[src/rtl/smph_pkg.sv]
// Constants, types and register map of the mode page handler
//----------------------------------------------------------------------
//----------------------------------------------------------------------
package smph_pkg;
   localparam logic [7:0] OP_SELECT    = 8'h15;
   localparam logic [7:0] OP_SENSE     = 8'h1a;
   localparam logic [5:0] PG_IGNORE    = 6'h00;
   localparam logic [5:0] PG_LAMP      = 6'h3d;
   localparam logic [5:0] PG_SEP       = 6'h3e;
   localparam logic [7:0] LAMP_DEFAULT = 8'h3c;   // 60 seconds
   localparam logic [7:0] SEP_REPORT   = 8'h80;
   localparam logic [7:0] SEP_QUIET    = 8'h00;
   localparam logic [3:0] SK_NONE      = 4'h0;
   localparam logic [3:0] SK_ILLEGAL   = 4'h5;
   localparam logic [4:0] ST_GOOD      = 5'h00;
   localparam logic [4:0] ST_CHECK     = 5'h01;
   localparam logic [7:0] MSG_COMPLETE = 8'h00;
   localparam logic [7:0] CDB_LAST     = 8'h05;
   localparam logic [7:0] PAGE_LEN     = 8'h01;
   localparam logic [7:0] SENSE_FULL   = 8'h07;   // Header plus page
   localparam logic [7:0] SENSE_HDR    = 8'h04;   // Header only
   localparam logic [7:0] PL_PAGE_IDX  = 8'h04;
   localparam logic [7:0] PL_PARM_IDX  = 8'h06;
   localparam int         OMIT_BIT     = 3;
   localparam int         PF_BIT       = 4;
   // Register byte addresses
   localparam logic [3:0] A_IRQ_STAT   = 4'h0;
   localparam logic [3:0] A_IRQ_MASK   = 4'h4;
   localparam logic [3:0] A_MODE       = 4'h8;
   localparam logic [3:0] A_CTRL       = 4'hc;
   localparam int         EV_DONE      = 0;
   localparam int         EV_CHECK     = 1;
   localparam int         EV_SEP       = 2;
   localparam logic [2:0] MASK_RESET   = 3'h0;
   localparam logic       CTRL_RESET   = 1'b1;
   localparam logic [1:0] RESP_OKAY    = 2'h0;
   localparam logic [1:0] RESP_SLVERR  = 2'h2;

   typedef enum logic [7:0] {
      PH_IDLE  = 8'h01,
      PH_MSGO  = 8'h02,
      PH_CMD   = 8'h04,
      PH_DOUT  = 8'h08,
      PH_APPLY = 8'h10,
      PH_DIN   = 8'h20,
      PH_STAT  = 8'h40,
      PH_MSGI  = 8'h80
   } smph_phase_type;

   typedef struct packed {
      logic       sel;        // Selected by initiator
      logic       in_valid;   // Byte from initiator
      logic [7:0] in_byte;
      logic       out_ready;  // Initiator took out_byte
      logic       sep_sheet;  // Job sheet detected pulse
   } smph_link_in_type;

   typedef struct packed {
      logic           bsy;
      smph_phase_type phase;
      logic           in_ready;
      logic           out_valid;
      logic [7:0]     out_byte;
   } smph_link_out_type;
endpackage : smph_pkg

[src/rtl/smph_top.sv]
// Mode page command handler with AXI4-Lite status and control
//
// Decided for this implementation: register access over AXI4-Lite and the register addresses.
`timescale 1ns/1ps
`default_nettype none
module smph_top (
   input  wire logic                      aclk,          // 25 MHz clock
   input  wire logic                      aresetn,       // Sync reset
   input  wire logic                      s_awvalid,     // AXI write addr
   output logic                           s_awready,     // AXI write addr
   input  wire logic [3:0]                s_awaddr,      // AXI write addr
   input  wire logic                      s_wvalid,      // AXI write data
   output logic                           s_wready,      // AXI write data
   input  wire logic [31:0]               s_wdata,       // AXI write data
   input  wire logic [3:0]                s_wstrb,       // AXI byte lanes
   output logic                           s_bvalid,      // AXI response
   input  wire logic                      s_bready,      // AXI response
   output logic [1:0]                     s_bresp,       // AXI response
   input  wire logic                      s_arvalid,     // AXI read addr
   output logic                           s_arready,     // AXI read addr
   input  wire logic [3:0]                s_araddr,      // AXI read addr
   output logic                           s_rvalid,      // AXI read data
   input  wire logic                      s_rready,      // AXI read data
   output logic [31:0]                    s_rdata,       // AXI read data
   output logic [1:0]                     s_rresp,       // AXI read resp
   input  wire smph_pkg::smph_link_in_type  link_in,     // From bus engine
   output smph_pkg::smph_link_out_type      link_out,    // To bus engine
   output logic [7:0]                     lamp_seconds,  // Lamp on time
   output logic                           irq            // Level interrupt
);
   smph_pkg::smph_phase_type st_q, st_d;
   logic [7:0]  cnt_q, cnt_d, len_q, len_d;
   logic [7:0]  cdb_q [0:4];
   logic [7:0]  pl_q  [0:6];
   logic [5:0]  pg_q, pg_d;
   logic        chk_q, chk_d;
   logic [3:0]  sk_q, sk_d;
   logic [7:0]  lamp_q;
   logic        sep_q, sep_pend_q;
   logic [7:0]  out_byte_q;
   logic        bsy_q, en_q;
   logic [2:0]  stat_q, mask_q, ev;
   logic        aw_q, w_q;
   logic [3:0]  awaddr_q;
   logic [31:0] wdata_q;
   logic        wlane_q;
   logic        in_take, out_take, eval, wr_go;
   // Stored page parameter as reported by the sense page
   function automatic logic [7:0] page_param(input logic [5:0] pg, input logic [7:0] lamp,
                                             input logic sep);
      page_param = (pg == smph_pkg::PG_LAMP) ? lamp :
                   (sep ? smph_pkg::SEP_REPORT : smph_pkg::SEP_QUIET);
   endfunction : page_param
   // Byte idx of returned mode data: header then page, no descriptor
   function automatic logic [7:0] sense_byte(input logic [7:0] idx, input logic [5:0] pg,
                                             input logic [7:0] lamp, input logic sep);
      logic [7:0] total;
      total = (pg == smph_pkg::PG_IGNORE) ? smph_pkg::SENSE_HDR : smph_pkg::SENSE_FULL;
      case (idx)
         8'h00:   sense_byte = total - 8'h01;
         8'h04:   sense_byte = {2'b00, pg};
         8'h05:   sense_byte = smph_pkg::PAGE_LEN;
         8'h06:   sense_byte = page_param(pg, lamp, sep);
         default: sense_byte = 8'h00;
      endcase
   endfunction : sense_byte
   //----------------------------------------------------------------
   // Command sequencer
   //----------------------------------------------------------------
   assign in_take  = link_in.in_valid && link_out.in_ready;
   assign out_take = link_out.out_valid && link_in.out_ready;
   assign eval     = (st_q == smph_pkg::PH_CMD) && in_take && (cnt_q == smph_pkg::CDB_LAST);
   // Next phase; CDB bytes 0..4 are already stored when the last byte arrives
   always_comb begin
      logic [5:0] pg;
      logic [7:0] total;
      pg    = cdb_q[2][5:0];
      total = (pg == smph_pkg::PG_IGNORE) ? smph_pkg::SENSE_HDR : smph_pkg::SENSE_FULL;
      st_d  = st_q;
      cnt_d = cnt_q;
      len_d = len_q;
      pg_d  = pg_q;
      chk_d = chk_q;
      sk_d  = sk_q;
      case (st_q)
         smph_pkg::PH_IDLE: begin
            if (link_in.sel && en_q) begin
               st_d  = smph_pkg::PH_MSGO;
               chk_d = 1'b0;
            end
         end
         smph_pkg::PH_MSGO: begin
            if (in_take) begin
               st_d  = smph_pkg::PH_CMD;
               cnt_d = 8'h00;
            end
         end
         smph_pkg::PH_CMD: begin
            if (in_take) begin
               cnt_d = cnt_q + 8'h01;
            end
            if (eval) begin
               cnt_d = 8'h00;
               pg_d  = pg;
               sk_d  = smph_pkg::SK_NONE;
               chk_d = sep_pend_q;
               st_d  = smph_pkg::PH_STAT;
               if (cdb_q[0] == smph_pkg::OP_SENSE) begin
                  if (cdb_q[2][7:6] != 2'b00 ||
                      !(pg == smph_pkg::PG_IGNORE || pg == smph_pkg::PG_LAMP ||
                        pg == smph_pkg::PG_SEP)) begin
                     chk_d = 1'b1;
                     sk_d  = smph_pkg::SK_ILLEGAL;
                  end else if (cdb_q[4] != 8'h00) begin
                     st_d  = smph_pkg::PH_DIN;
                     len_d = (cdb_q[4] < total) ? cdb_q[4] : total;
                  end
               end else if (cdb_q[0] == smph_pkg::OP_SELECT) begin
                  if (!cdb_q[1][smph_pkg::PF_BIT]) begin
                     chk_d = 1'b1;
                     sk_d  = smph_pkg::SK_ILLEGAL;
                  end else if (cdb_q[4] != 8'h00) begin
                     st_d  = smph_pkg::PH_DOUT;
                     len_d = cdb_q[4];
                  end
               end else begin
                  chk_d = 1'b1;
                  sk_d  = smph_pkg::SK_ILLEGAL;
               end
            end
         end
         smph_pkg::PH_DOUT: begin
            if (in_take) begin
               cnt_d = cnt_q + 8'h01;
               if (cnt_q == len_q - 8'h01) begin
                  st_d = smph_pkg::PH_APPLY;
               end
            end
         end
         smph_pkg::PH_APPLY: begin
            st_d = smph_pkg::PH_STAT;
            // A short list without the parameter byte changes nothing
            if (len_q > smph_pkg::PL_PARM_IDX &&
                !(pl_q[4][5:0] == smph_pkg::PG_IGNORE || pl_q[4][5:0] == smph_pkg::PG_LAMP ||
                  pl_q[4][5:0] == smph_pkg::PG_SEP)) begin
               chk_d = 1'b1;
               sk_d  = smph_pkg::SK_ILLEGAL;
            end
         end
         smph_pkg::PH_DIN: begin
            if (out_take) begin
               cnt_d = cnt_q + 8'h01;
               if (cnt_q == len_q - 8'h01) begin
                  st_d = smph_pkg::PH_STAT;
               end
            end
         end
         smph_pkg::PH_STAT: begin
            if (out_take) begin
               st_d = smph_pkg::PH_MSGI;
            end
         end
         smph_pkg::PH_MSGI: begin
            if (out_take) begin
               st_d = smph_pkg::PH_IDLE;
            end
         end
         default: st_d = smph_pkg::PH_IDLE;
      endcase
   end
   // Phase state and transfer counter
   always_ff @(posedge aclk) begin
      if (!aresetn) begin
         st_q  <= smph_pkg::PH_IDLE;
         cnt_q <= 8'h00;
         len_q <= 8'h00;
         pg_q  <= smph_pkg::PG_IGNORE;
         chk_q <= 1'b0;
         sk_q  <= smph_pkg::SK_NONE;
         bsy_q <= 1'b0;
      end else begin
         st_q  <= st_d;
         cnt_q <= cnt_d;
         len_q <= len_d;
         pg_q  <= pg_d;
         chk_q <= chk_d;
         sk_q  <= sk_d;
         bsy_q <= (st_d != smph_pkg::PH_IDLE);
      end
   end
   // Captured CDB and parameter list bytes; only the first five CDB and first seven list bytes matter
   always_ff @(posedge aclk) begin
      if (!aresetn) begin
         for (int i = 0; i < 5; i++) cdb_q[i] <= 8'h00;
         for (int i = 0; i < 7; i++) pl_q[i] <= 8'h00;
      end else if (in_take) begin
         if (st_q == smph_pkg::PH_CMD && cnt_q < smph_pkg::CDB_LAST) begin
            cdb_q[cnt_q[2:0]] <= link_in.in_byte;
         end
         if (st_q == smph_pkg::PH_DOUT && cnt_q <= smph_pkg::PL_PARM_IDX) begin
            pl_q[cnt_q[2:0]] <= link_in.in_byte;
         end
      end
   end
   // Stored pages; the omit bit needs no action since no descriptor is ever sent
   always_ff @(posedge aclk) begin
      if (!aresetn) begin
         lamp_q <= 8'h00;
         sep_q  <= 1'b0;
      end else if (st_q == smph_pkg::PH_APPLY && len_q > smph_pkg::PL_PARM_IDX) begin
         if (pl_q[4][5:0] == smph_pkg::PG_LAMP) begin
            lamp_q <= pl_q[6];
         end else if (pl_q[4][5:0] == smph_pkg::PG_SEP) begin
            if (pl_q[6] == smph_pkg::SEP_REPORT) sep_q <= 1'b1;
            else if (pl_q[6] == smph_pkg::SEP_QUIET) sep_q <= 1'b0;
         end
      end
   end
   // Pending job sheet report; a new sheet beats the clear at evaluation
   always_ff @(posedge aclk) begin
      if (!aresetn) begin
         sep_pend_q <= 1'b0;
      end else if (link_in.sep_sheet && sep_q) begin
         sep_pend_q <= 1'b1;
      end else if (eval) begin
         sep_pend_q <= 1'b0;
      end
   end
   // Outgoing byte is prepared for the phase being entered
   always_ff @(posedge aclk) begin
      if (!aresetn) begin
         out_byte_q <= 8'h00;
      end else begin
         case (st_d)
            smph_pkg::PH_DIN:  out_byte_q <= sense_byte(cnt_d, pg_d, lamp_q, sep_q);
            smph_pkg::PH_STAT: out_byte_q <= {2'b00, chk_d ? smph_pkg::ST_CHECK
                                                          : smph_pkg::ST_GOOD, 1'b0};
            smph_pkg::PH_MSGI: out_byte_q <= smph_pkg::MSG_COMPLETE;
            default:           out_byte_q <= 8'h00;
         endcase
      end
   end
   assign lamp_seconds       = (lamp_q == 8'h00) ? smph_pkg::LAMP_DEFAULT : lamp_q;
   assign link_out.bsy       = bsy_q;
   assign link_out.phase     = st_q;
   assign link_out.in_ready  = (st_q == smph_pkg::PH_MSGO) || (st_q == smph_pkg::PH_CMD) ||
                               (st_q == smph_pkg::PH_DOUT);
   assign link_out.out_valid = (st_q == smph_pkg::PH_DIN) || (st_q == smph_pkg::PH_STAT) ||
                               (st_q == smph_pkg::PH_MSGI);
   assign link_out.out_byte  = out_byte_q;

   //----------------------------------------------------------------
   // Interrupts and AXI4-Lite slave
   //----------------------------------------------------------------
   assign ev[smph_pkg::EV_DONE]  = (st_q == smph_pkg::PH_MSGI) && out_take;
   assign ev[smph_pkg::EV_CHECK] = (st_q != smph_pkg::PH_STAT) &&
                                   (st_d == smph_pkg::PH_STAT) && chk_d;
   assign ev[smph_pkg::EV_SEP]   = link_in.sep_sheet;
   assign irq   = |(stat_q & mask_q);
   assign wr_go = aw_q && w_q && !s_bvalid;
   // Sticky status, write one to clear; a same-cycle event stays set
   always_ff @(posedge aclk) begin
      if (!aresetn) begin
         stat_q <= 3'h0;
      end else if (wr_go && wlane_q && awaddr_q == smph_pkg::A_IRQ_STAT) begin
         stat_q <= (stat_q & ~wdata_q[2:0]) | ev;
      end else begin
         stat_q <= stat_q | ev;
      end
   end

   // Write address and data are taken in either order
   always_ff @(posedge aclk) begin
      if (!aresetn) begin
         aw_q     <= 1'b0;
         w_q      <= 1'b0;
         awaddr_q <= 4'h0;
         wdata_q  <= 32'h0;
         wlane_q  <= 1'b0;
      end else begin
         if (s_awvalid && s_awready) begin
            aw_q     <= 1'b1;
            awaddr_q <= s_awaddr;
         end else if (wr_go) begin
            aw_q <= 1'b0;
         end
         if (s_wvalid && s_wready) begin
            w_q     <= 1'b1;
            wdata_q <= s_wdata;
            wlane_q <= s_wstrb[0];
         end else if (wr_go) begin
            w_q <= 1'b0;
         end
      end
   end

   // Writable registers and write response
   always_ff @(posedge aclk) begin
      if (!aresetn) begin
         mask_q   <= smph_pkg::MASK_RESET;
         en_q     <= smph_pkg::CTRL_RESET;
         s_bvalid <= 1'b0;
         s_bresp  <= smph_pkg::RESP_OKAY;
      end else if (wr_go) begin
         s_bvalid <= 1'b1;
         s_bresp  <= (awaddr_q[1:0] != 2'b00) ? smph_pkg::RESP_SLVERR : smph_pkg::RESP_OKAY;
         if (wlane_q && awaddr_q == smph_pkg::A_IRQ_MASK) mask_q <= wdata_q[2:0];
         if (wlane_q && awaddr_q == smph_pkg::A_CTRL) en_q <= wdata_q[0];
      end else if (s_bready) begin
         s_bvalid <= 1'b0;
      end
   end

   assign s_awready = !aw_q && !s_bvalid;
   assign s_wready  = !w_q && !s_bvalid;
   assign s_arready = !s_rvalid;

   // Read data: mode state shows lamp, report enable, sense key, status
   always_ff @(posedge aclk) begin
      if (!aresetn) begin
         s_rvalid <= 1'b0;
         s_rdata  <= 32'h0;
         s_rresp  <= smph_pkg::RESP_OKAY;
      end else if (s_arvalid && s_arready) begin
         s_rvalid <= 1'b1;
         s_rresp  <= smph_pkg::RESP_OKAY;
         case (s_araddr)
            smph_pkg::A_IRQ_STAT: s_rdata <= {29'h0, stat_q};
            smph_pkg::A_IRQ_MASK: s_rdata <= {29'h0, mask_q};
            smph_pkg::A_MODE:     s_rdata <= {15'h0, chk_q, sk_q, 3'h0, sep_q, lamp_q};
            smph_pkg::A_CTRL:     s_rdata <= {31'h0, en_q};
            default: begin
               s_rdata <= 32'h0;
               s_rresp <= smph_pkg::RESP_SLVERR;
            end
         endcase
      end else if (s_rready) begin
         s_rvalid <= 1'b0;
      end
   end
endmodule : smph_top
`default_nettype wire

[config.mk]
export PLATFORM = sky130hd
export DESIGN_NAME = smph_top
export DESIGN_NICKNAME = d
export VERILOG_FILES = /design/src/rtl/smph_pkg.sv /design/src/rtl/smph_top.sv
export SDC_FILE = /design/constraint.sdc
export NUM_CORES = 1
export LEC_CHECK = 0
export BUFFER_PORTS_ARGS = -buffer_cell sky130_fd_sc_hd__buf_2
export CORE_MARGIN = 2
export CORE_UTILIZATION = 55
export DETAILED_ROUTE_END_ITERATION = 12
export PLACE_DENSITY = 0.77
export SLEW_MARGIN = 10
export SYNTH_ARGS = -nofsm -noshare
export SYNTH_HDL_FRONTEND = slang
export SYNTH_SLANG_ARGS = --single-unit
[constraint.sdc]
create_clock -name aclk -period 3.8 [get_ports aclk]
set_input_delay 0.38 -clock aclk [delete_from_list [all_inputs] [get_ports aclk]]
set_output_delay 0.38 -clock aclk [all_outputs]
set_load 0.1 [all_outputs]
==> results of run 1 <==
per-stage QoR:
step	instances	hold WS, ns	setup slack [ns]	instance area (µm²)
global route	893	0.219	0.102	7290
floorplan	699	0.450	0.0156	6450
global placement	862	0.478	0.428	6730
CTS	893	0.215	0.295	7280
finish	893	0.229	0.281	7290
detailed placement	862	0.487	0.318	6730
placed cells by master (no fill, tap or decap), types with 4 or more instances in the layout:
cell type  synthesis  final
nor2_1            33     32
xor2_1             8      8
buf_2              6     77
a22oi_1           14     14
nand4_1           12     12
dfxtp_2            0      4
o21ai_0           32     32
ha_1               8      8
a31oi_1            4      4
o21a_1             7      7
nand2_1           34     34
edfxtp_1          31     31
and3_1            23     23
dfxtp_1           91     87
mux2i_1           44     44
nor3b_1            5      5
buf_4             24      8
nor4_1             8      8
nor3_1            14     14
inv_1             17     17
a21oi_1           16     16
a21boi_0           8      8
nand2b_1          15     15
xnor2_1            6      6
and2_1            31     31
conb_1             1     22
nand3_1           12     12
or2_2              4      4
clkbuf_1          33      4
nor2b_1           63     63
clkinv_2           0      4
clkbuf_16          0     19
or4_1              5      5
cell type report:
type | instances | area, µm²
tap | 143 | 179
timing repair buffer | 85 | 445
clock inverter | 6 | 36.3
inverter | 17 | 63.8
clock buffer | 25 | 518
multi-input combinational | 495 | 3290
sequential | 122 | 2760
fill | 931 | 4080
logic make-up (layout without fill, tap and decap cells):
family | Yosys count | after routing | share of synthesized area [%]
fa+ha+maj | 8 | 8 | 1.57
xor+xnor | 14 | 14 | 1.93
buf+inv | 82 | 133 | 6.49
flops | 122 | 122 | 43.3
simple gates | 283 | 283 | 26.3
other cells | 1 | 22 | 0.0590
mux | 45 | 45 | 7.28
compound gates | 123 | 123 | 13.1
synth_stat cells, drive strengths merged (6+ instances only):
cell type and instances:
nand4 13, xnor2 6, nor2 33, a21boi 8
dfxtp 91, buf 32, nor2b 63, mux2i 44
and3 23, nor3 15, clkbuf 33, nand2 34
and2 31, nand2b 15, edfxtp 31, a21oi 16
ha 8, a22oi 14, inv 17, o21ai 34
xor2 8, o21a 7, nor4 9, nand3 13
flip-flops by register name, summed over array words and instances, names as in the netlist, 3 cells and up:
register and count:
len_q 8, s_rdata 11, lamp_q 8, st_q 8
cnt_q 8, cdb_q 25, out_byte_q 8, pl_q 14
wdata_q 3, pg_q 6, awaddr_q 4, stat_q 3
mask_q 3
routing by layer:
layer  up-vias  global-route usage [%]  wire (µm)
li1       2498                       -          -
met1      2475                    30.4       6410
met2       189                    40.6       7120
met3        29                    5.17        913
met4         0                    9.63        301
met5         -                       0          0
worst max-delay path by stage:
stage,cells after the start,slack (ns),from,to
6_report,8,0.28,cdb_q[2][1],out_byte_q[3]
5_1_grt,8,0.10,cnt_q[2],out_byte_q[3]
4_1_cts,9,0.29,st_q[7],out_byte_q[3]
3_5_place_dp,9,0.32,st_q[7],out_byte_q[3]
3_3_place_gp,9,0.43,st_q[7],out_byte_q[3]
2_1_floorplan,11,0.02,st_q[7],out_byte_q[3]
timing repair:
| action | CTS | global route |
|---|---|---|
| resized for setup | 0 | 1 |
| hold endpoints to repair | 0 | 0 |
| setup endpoints to repair | 0 | 1 |
where the power goes:
| group | internal (W) | total, W | switching [W] |
|---|---|---|---|
| sequential | 0.00136 | 0.00139 | 0.0000239 |
| combinational | 0.0000652 | 0.000323 | 0.000258 |
| clock | 0.000939 | 0.00149 | 0.000551 |
==> flow_metrics.env, run 1 <==
export IMPL_outcome="complete, no violations"
export IMPL_grt_pass1_wl_um=24100
export IMPL_worst_pin_slew_ns=0.781
export IMPL_cp_max_fo=8
export IMPL_cts_buffers=17
export IMPL_core_um2=11400
export IMPL_syn_cell_area_um2=6360
export IMPL_slowest_delay_ns=0.76
export IMPL_nets=809
export IMPL_fin_util_pct=64.1
export IMPL_fin_setup_tns_ns=0
export IMPL_cp_end_kind="flop"
export IMPL_final_setup_viol_count=0
export IMPL_yosys_warnings=0
export IMPL_p_per_area_nw_per_um2=439
export IMPL_drt_first_pass_iters=5
export IMPL_clk_path_buf_depth=2
export IMPL_num_antenna_cells=0
export IMPL_path_class="reg -> reg"
export IMPL_min_path_type="in -> reg"
export IMPL_clkLatencyLatePin_ns=0.41
export IMPL_die_area_um2=12400
export IMPL_cp_required_ns=4.11
export IMPL_crit_chain="or4_1, or3_4, a211oi_1, o21ai_0, o211ai_1, or3b_1, or4_1, nor4_1"
export IMPL_ant_nets=0
export IMPL_cts_hold_buf=0
export IMPL_rsz0062_at_grt="false"
export IMPL_yosysSeqAreaShare_pct=43.3
export IMPL_syn_avg_cell_area_um2=9.38
export IMPL_max_freq_mhz=284
export IMPL_worstHoldStart="s_arvalid"
export IMPL_drv_slew=0
export IMPL_r2r_start="cdb_q[2][1]"
export IMPL_cp_arrival_ns=3.83
export IMPL_r2r_slack_ns=0.28
export IMPL_drive_above_1_share_pct=17.3
export IMPL_min_period_ns=3.52
export IMPL_crit_path_frequent_cell="or4_1"
export IMPL_dp_hpwl_um=10600
export IMPL_syn2layout_area_growth_pct=14.6
export IMPL_synth_area_top_cells="dfxtp_1 (29%), edfxtp_1 (15%), mux2i_1 (6.9%), nor2b_1 (6.2%), and2_1 (3.0%)"
export IMPL_synth_edf_count=31
export IMPL_start_kind="flop"
export IMPL_num_vias=5191
export IMPL_grt_overflow=0
export IMPL_gr_usage_all_layers_pct=24.1
export IMPL_rr_worst_depth=8
export IMPL_wire_per_inst_um=16.5
export IMPL_min_period_over_period_pct=92.6
export IMPL_die_h_um=112
export IMPL_wirelength_um=14700
export IMPL_holdPathStages=2
export IMPL_vias_per_cell=5.81
export IMPL_cts_setup_buffers=0
export IMPL_synth_top_area_share_pct=28.6
export IMPL_cts_root_buf="clkbuf_16"
export IMPL_path_buf_inv=0
export IMPL_drtIter0Drc=370
export IMPL_grt_antenna_before_repair=0
export IMPL_clock_skew_final_ns=0.00593
export IMPL_start_util_pct=55.9
export IMPL_finalWeightedCongestion=0.854
export IMPL_synth_top_area_cell="dfxtp_1"
export IMPL_timing_hold_violations_final=0
export IMPL_synthArstFlopShare_pct=0
export IMPL_netlist_instances=678
export IMPL_rows=39
export IMPL_cts_tree="yes"
export IMPL_htree_levels=4
export IMPL_cp_slowest_cell="or4_1"
export IMPL_maxCapViolations=0
export IMPL_clk_pin_slew_worst_paths_ns=0.05
export IMPL_holdPathEnd="s_rvalid"
export IMPL_drc=0
export IMPL_synth_distinct_cells=70
export IMPL_timing_rr_end="out_byte_q[3]"
export IMPL_die_w_um=112
export IMPL_grt_max_degree=85
export IMPL_finalPower_w=0.00320
export IMPL_relSlewSlack_pct=47.7
export IMPL_io_pins=132
export IMPL_peakVddDrop_mv=0.383
export IMPL_crit_family="simple AND/OR/NAND/NOR gates"
export IMPL_grt_pass1_vias=4891
export IMPL_cts_sinks=122
export IMPL_placement_io_buffers=77
export IMPL_ys_flop_type="dfxtp_1"
export IMPL_p_leak_nw=2.92
export IMPL_synth_seq_cells=122
Note: power is estimated with default switching activity, not from simulation.
==> inputs of run 2 (changes only) <==
- CORE_MARGIN: 2 -> 8
- CTS_CLUSTER_DIAMETER: default -> 50
==> run 2 against run 1 <==
- first-iteration DRC count fell by 14%
- final cell count rose by 0.22%
- global-route usage fell by 3.5 points
- clock skew rose by 0.0034 ns
- worst hold slack got worse by 0.0077 ns
- maximum frequency rose by 0.45%
- wire length rose by 3.8%
- sequential cell count did not move
- die area rose by 23%
- utilization rose by 0.36 points
- critical endpoint unchanged
==> flow_metrics.env, run 2 (same netlist as run 1, synthesis figures left out) <==
export IMPL_syn2layout_area_growth_pct=15.2
export IMPL_drtIter0Drc=317
export IMPL_min_period_over_period_pct=92.2
export IMPL_num_antenna_cells=0
export IMPL_dp_hpwl_um=11300
export IMPL_pre_cts_slack_ns=0.338
export IMPL_die_area_um2=15300
export IMPL_cts_hold_buf=0
export IMPL_clkLatencyLatePin_ns=0.42
export IMPL_worst_pin_slew_ns=0.755
export IMPL_ant_nets=0
export IMPL_regMostFlops="cdb_q"
export IMPL_start_util_pct=55.9
export IMPL_vias_per_cell=5.81
export IMPL_finalWeightedCongestion=0.872
export IMPL_clk_path_buf_depth=2
export IMPL_layout_common_cells="dfxtp_1 (87), buf_2 (77), nor2b_1 (63), mux2i_1 (44), nand2_1 (34)"
export IMPL_clk_pin_slew_worst_paths_ns=0.06
export IMPL_grt_pass1_wl_um=24900
export IMPL_clock_skew_final_ns=0.00930
export IMPL_cp_end_kind="flop"
export IMPL_timing_hold_violations_final=0
export IMPL_htree_levels=4
export IMPL_die_h_um=124
export IMPL_cp_required_ns=4.12
export IMPL_finalPower_w=0.00329
export IMPL_io_pins=132
export IMPL_nets=810
export IMPL_wirelength_um=15300
export IMPL_gr_usage_all_layers_pct=20.7
export IMPL_drt_first_pass_iters=4
export IMPL_top_usage_layer="met2"
export IMPL_p_leak_nw=2.94
export IMPL_core_um2=11400
export IMPL_outcome="complete, no violations"
export IMPL_cp_max_fo=8
export IMPL_use_met3_pct=4.75
export IMPL_p_per_area_nw_per_um2=448
export IMPL_drive_above_1_share_pct=18.0
export IMPL_wire_per_inst_um=17.1
export IMPL_grt_max_degree=67
export IMPL_final_setup_viol_count=0
export IMPL_rsz0062_at_grt="false"
export IMPL_cp_arrival_ns=3.82
export IMPL_max_freq_mhz=285
export IMPL_grt_overflow=0
export IMPL_peakVddDrop_mv=0.387
export IMPL_cts_setup_buffers=0
export IMPL_drc=0
export IMPL_fin_setup_tns_ns=0
export IMPL_layout_commonest_cell="dfxtp_1"
export IMPL_grt_antenna_before_repair=0
export IMPL_cts_sinks=122
export IMPL_drv_slew=0
export IMPL_largest_reg_flops=25
export IMPL_cts_tree="yes"
export IMPL_start_kind="flop"
export IMPL_cts_resized=0
export IMPL_num_vias=5200
export IMPL_grt_pass1_vias=5126
export IMPL_rows=39
export IMPL_path_class="reg -> reg"
export IMPL_setup_slack_ns=0.297
export IMPL_min_period_ns=3.50
export IMPL_cts_root_buf="clkbuf_16"
export IMPL_relSlewSlack_pct=49.5
export IMPL_reg_top3="cdb_q: 25 flops, pl_q: 14 flops, s_rdata: 11 flops"
export IMPL_use_met2_pct=34.5
export IMPL_min_path_type="in -> reg"
export IMPL_grtUsageMet1_pct=25.1
export IMPL_placement_io_buffers=77
export IMPL_cts_buffers=17
export IMPL_maxCapViolations=0
export IMPL_die_w_um=124
## run 2: path summary, 6_finish.rpt
check | from | endpoint | slack [ns] | cells past startpoint
setup / recovery | cdb_q[2][1] | out_byte_q[3] | 0.30 | 8
hold / removal | s_arvalid | s_rvalid | 0.22 | 2
setup reg to reg | cdb_q[2][1] | out_byte_q[3] | 0.30 | 8
hold reg to reg | sep_pend_q | sep_pend_q | 0.49 | 2
## run 2: metrics by stage
stage	instances	cell area, µm²	util [%]	hold WS [ns]
floorplan	699	6450	-	0.450
CTS	895	7320	64.4	0.211
global route	895	7330	64.5	0.220
detailed placement	863	6740	59.2	0.478
finish	895	7330	64.5	0.221
global placement	863	6740	59.2	0.478
## run 2: layout make-up
class | count | area, µm²
well taps | 143 | 179
clock inverters | 11 | 106
flip-flops and latches | 122 | 2760
multi-input cells | 495 | 3290
repair buffers | 86 | 453
clock buffers | 21 | 482
inverters | 17 | 63.8
fillers | 910 | 4040
## run 2: per-layer routing
layer  part of all wire, %  vias up  routed length [µm]
met5                     0        -                   0
met4                   2.1        0                 320
met3                   6.2       29                 955
met2                    48      160                7370
met1                    44     2500                6660
li1                      -     2511                   -
## run 2: critical path, stage by stage (launching register included)
cell and delay, ns:
edfxtp_1 0.43, or4_1 0.56, or3_4 0.39, a211oi_1 0.32, o21ai_0 0.14, o211ai_1 0.09, or3b_1 0.41, or4_1 0.74
nor4_1 0.33
## run 2: power breakdown
| part | switching (W) | internal [W] |
|---|---|---|
| sequential | 0.0000234 | 0.00136 |
| clock | 0.000600 | 0.000979 |
| combinational | 0.000258 | 0.0000650 |
| total | 0.000881 | 0.00241 |
==> inputs of run 3 (changes only) <==
- PLACE_DENSITY: 0.77 -> default
- PLACE_DENSITY_LB_ADDON: default -> 0.15
==> run 3 against run 2 <==
- setup slack better by 0.12 ns
- final area up 0.68%
- clock power up 8%
- clock skew down 0.0031 ns
- critical endpoint is now out_byte_q[4]
- highest routed layer unchanged
==> flow_metrics.env, run 3 (same netlist as run 1, synthesis figures left out) <==
export IMPL_syn2layout_area_growth_pct=16.0
export IMPL_start_util_pct=55.9
export IMPL_cp_max_fo=8
export IMPL_regMostFlops="cdb_q"
export IMPL_maxCapViolations=0
export IMPL_die_area_um2=15300
export IMPL_grt_antenna_before_repair=0
export IMPL_top_usage_layer="met2"
export IMPL_ff_latch_area_um2=2760
export IMPL_die_h_um=124
export IMPL_pre_cts_slack_ns=0.435
export IMPL_grt_pass1_wl_um=24200
export IMPL_cp_arrival_ns=3.70
export IMPL_num_antenna_cells=0
export IMPL_setup_slack_ns=0.416
export IMPL_clk_path_buf_depth=2
export IMPL_worst_pin_slew_ns=0.752
export IMPL_slowest_delay_ns=0.72
export IMPL_rsz0062_at_grt="false"
export IMPL_largest_reg_flops=25
export IMPL_cp_end_kind="flop"
export IMPL_finalWeightedCongestion=0.840
export IMPL_placement_io_buffers=77
export IMPL_vias_per_cell=5.67
export IMPL_drtIter0Drc=307
export IMPL_grtUsageMet1_pct=25.3
export IMPL_gr_usage_all_layers_pct=20.5
export IMPL_timing_hold_violations_final=0
export IMPL_max_freq_mhz=296
export IMPL_rows=39
export IMPL_wire_per_inst_um=17.0
export IMPL_grt_pass1_vias=4872
export IMPL_cts_root_buf="clkbuf_16"
export IMPL_clk_pin_slew_worst_paths_ns=0.06
export IMPL_min_period_over_period_pct=89.0
export IMPL_crit_path_frequent_cell="or4_1"
export IMPL_reg_top3="cdb_q: 25 flops, pl_q: 14 flops, s_rdata: 11 flops"
export IMPL_layout_common_cells="dfxtp_1 (87), buf_2 (77), nor2b_1 (63), mux2i_1 (44), nand2_1 (34)"
export IMPL_cts_resized=0
export IMPL_crit_chain="or4_1, or3_4, a211oi_1, o21ai_0, o211ai_1, or3b_1, or4_1, nor4_1"
export IMPL_cp_slowest_cell="or4_1"
export IMPL_cp_required_ns=4.12
export IMPL_layout_commonest_cell="dfxtp_1"
export IMPL_start_kind="flop"
export IMPL_outcome="complete, no violations"
export IMPL_grt_max_degree=66
export IMPL_nets=813
export IMPL_use_met2_pct=33.9
export IMPL_min_path_type="in -> reg"
export IMPL_htree_levels=4
export IMPL_io_pins=132
export IMPL_cts_setup_buffers=0
export IMPL_p_per_area_nw_per_um2=461
export IMPL_die_w_um=124
export IMPL_cts_hold_buf=0
export IMPL_path_class="reg -> reg"
export IMPL_cts_buffers=17
export IMPL_clock_skew_final_ns=0.00623
export IMPL_peakVddDrop_mv=0.585
export IMPL_fin_setup_tns_ns=0
export IMPL_num_vias=5095
export IMPL_fillCellCount=919
export IMPL_ant_nets=0
export IMPL_use_met3_pct=5.94
export IMPL_final_setup_viol_count=0
export IMPL_drc=0
export IMPL_relSlewSlack_pct=49.7
export IMPL_dp_hpwl_um=11400
export IMPL_drive_above_1_share_pct=18.1
export IMPL_drt_first_pass_iters=5
export IMPL_multi_input_area_um2=3280
export IMPL_grt_overflow=0
export IMPL_cts_tree="yes"
export IMPL_p_leak_nw=2.96
export IMPL_timing_hold_ws_ns=0.219
export IMPL_clkLatencyLatePin_ns=0.42
export IMPL_drv_slew=0
export IMPL_core_um2=11400
export IMPL_cts_sinks=122
export IMPL_wirelength_um=15300
export IMPL_min_period_ns=3.38
run 3: cell count changes in the layout (fill, tap and decap cells not counted), sizes merged:
cell,change
inv,-1
bufinv,+3
clkinvlp,+1
buf,+3
clkbuf,-3
run 3: cell type report:
cell class / instances / area share (%)
multi-input cells: 495 / 44.5
flip-flops and latches: 122 / 37.4
repair buffers: 89 / 6.44
clock buffers: 18 / 5.82
clock inverters: 14 / 2.61
well taps: 143 / 2.42
inverters: 17 / 0.865
run 3: final timing paths:
kind / start / end / slack [ns] / cells past startpoint
min reg2reg: sep_pend_q / sep_pend_q / 0.49 / 2
min: s_arvalid / s_rvalid / 0.22 / 2
max reg2reg: cdb_q[2][1] / out_byte_q[4] / 0.42 / 8
max: cdb_q[2][1] / out_byte_q[4] / 0.42 / 8
run 3: report_power, final:
group	internal, W	total [W]	switching [W]
registers	0.00136	0.00138	0.0000233
logic	0.0000650	0.000323	0.000258
clock network	0.00110	0.00170	0.000600
run 3: per-stage QoR:
step	instance area, µm²	std cells	utilization, %	total power [W]
after detailed placement	6760	866	59.4	0.00173
final	7380	898	64.9	0.00340
after global placement	6760	866	59.4	0.00173
after global routing	7380	898	64.9	0.00350
after floorplan	6450	699	-	0.00169
after CTS	7380	898	64.9	0.00342
run 3: metal layers:
metal | vias up | routed length (µm)
met2 | 145 | 7210
met3 | 21 | 1010
met4 | 0 | 262
met1 | 2417 | 6820
li1 | 2512 | -
met5 | - | 0
run 3: worst max-delay path, delay by kind of cell (launching register included):
family,cells,cell delay (ns)
DFF,1,0.42
and+or+nand+nor,5,2.39
AOI/OAI and AO/OA,3,0.48
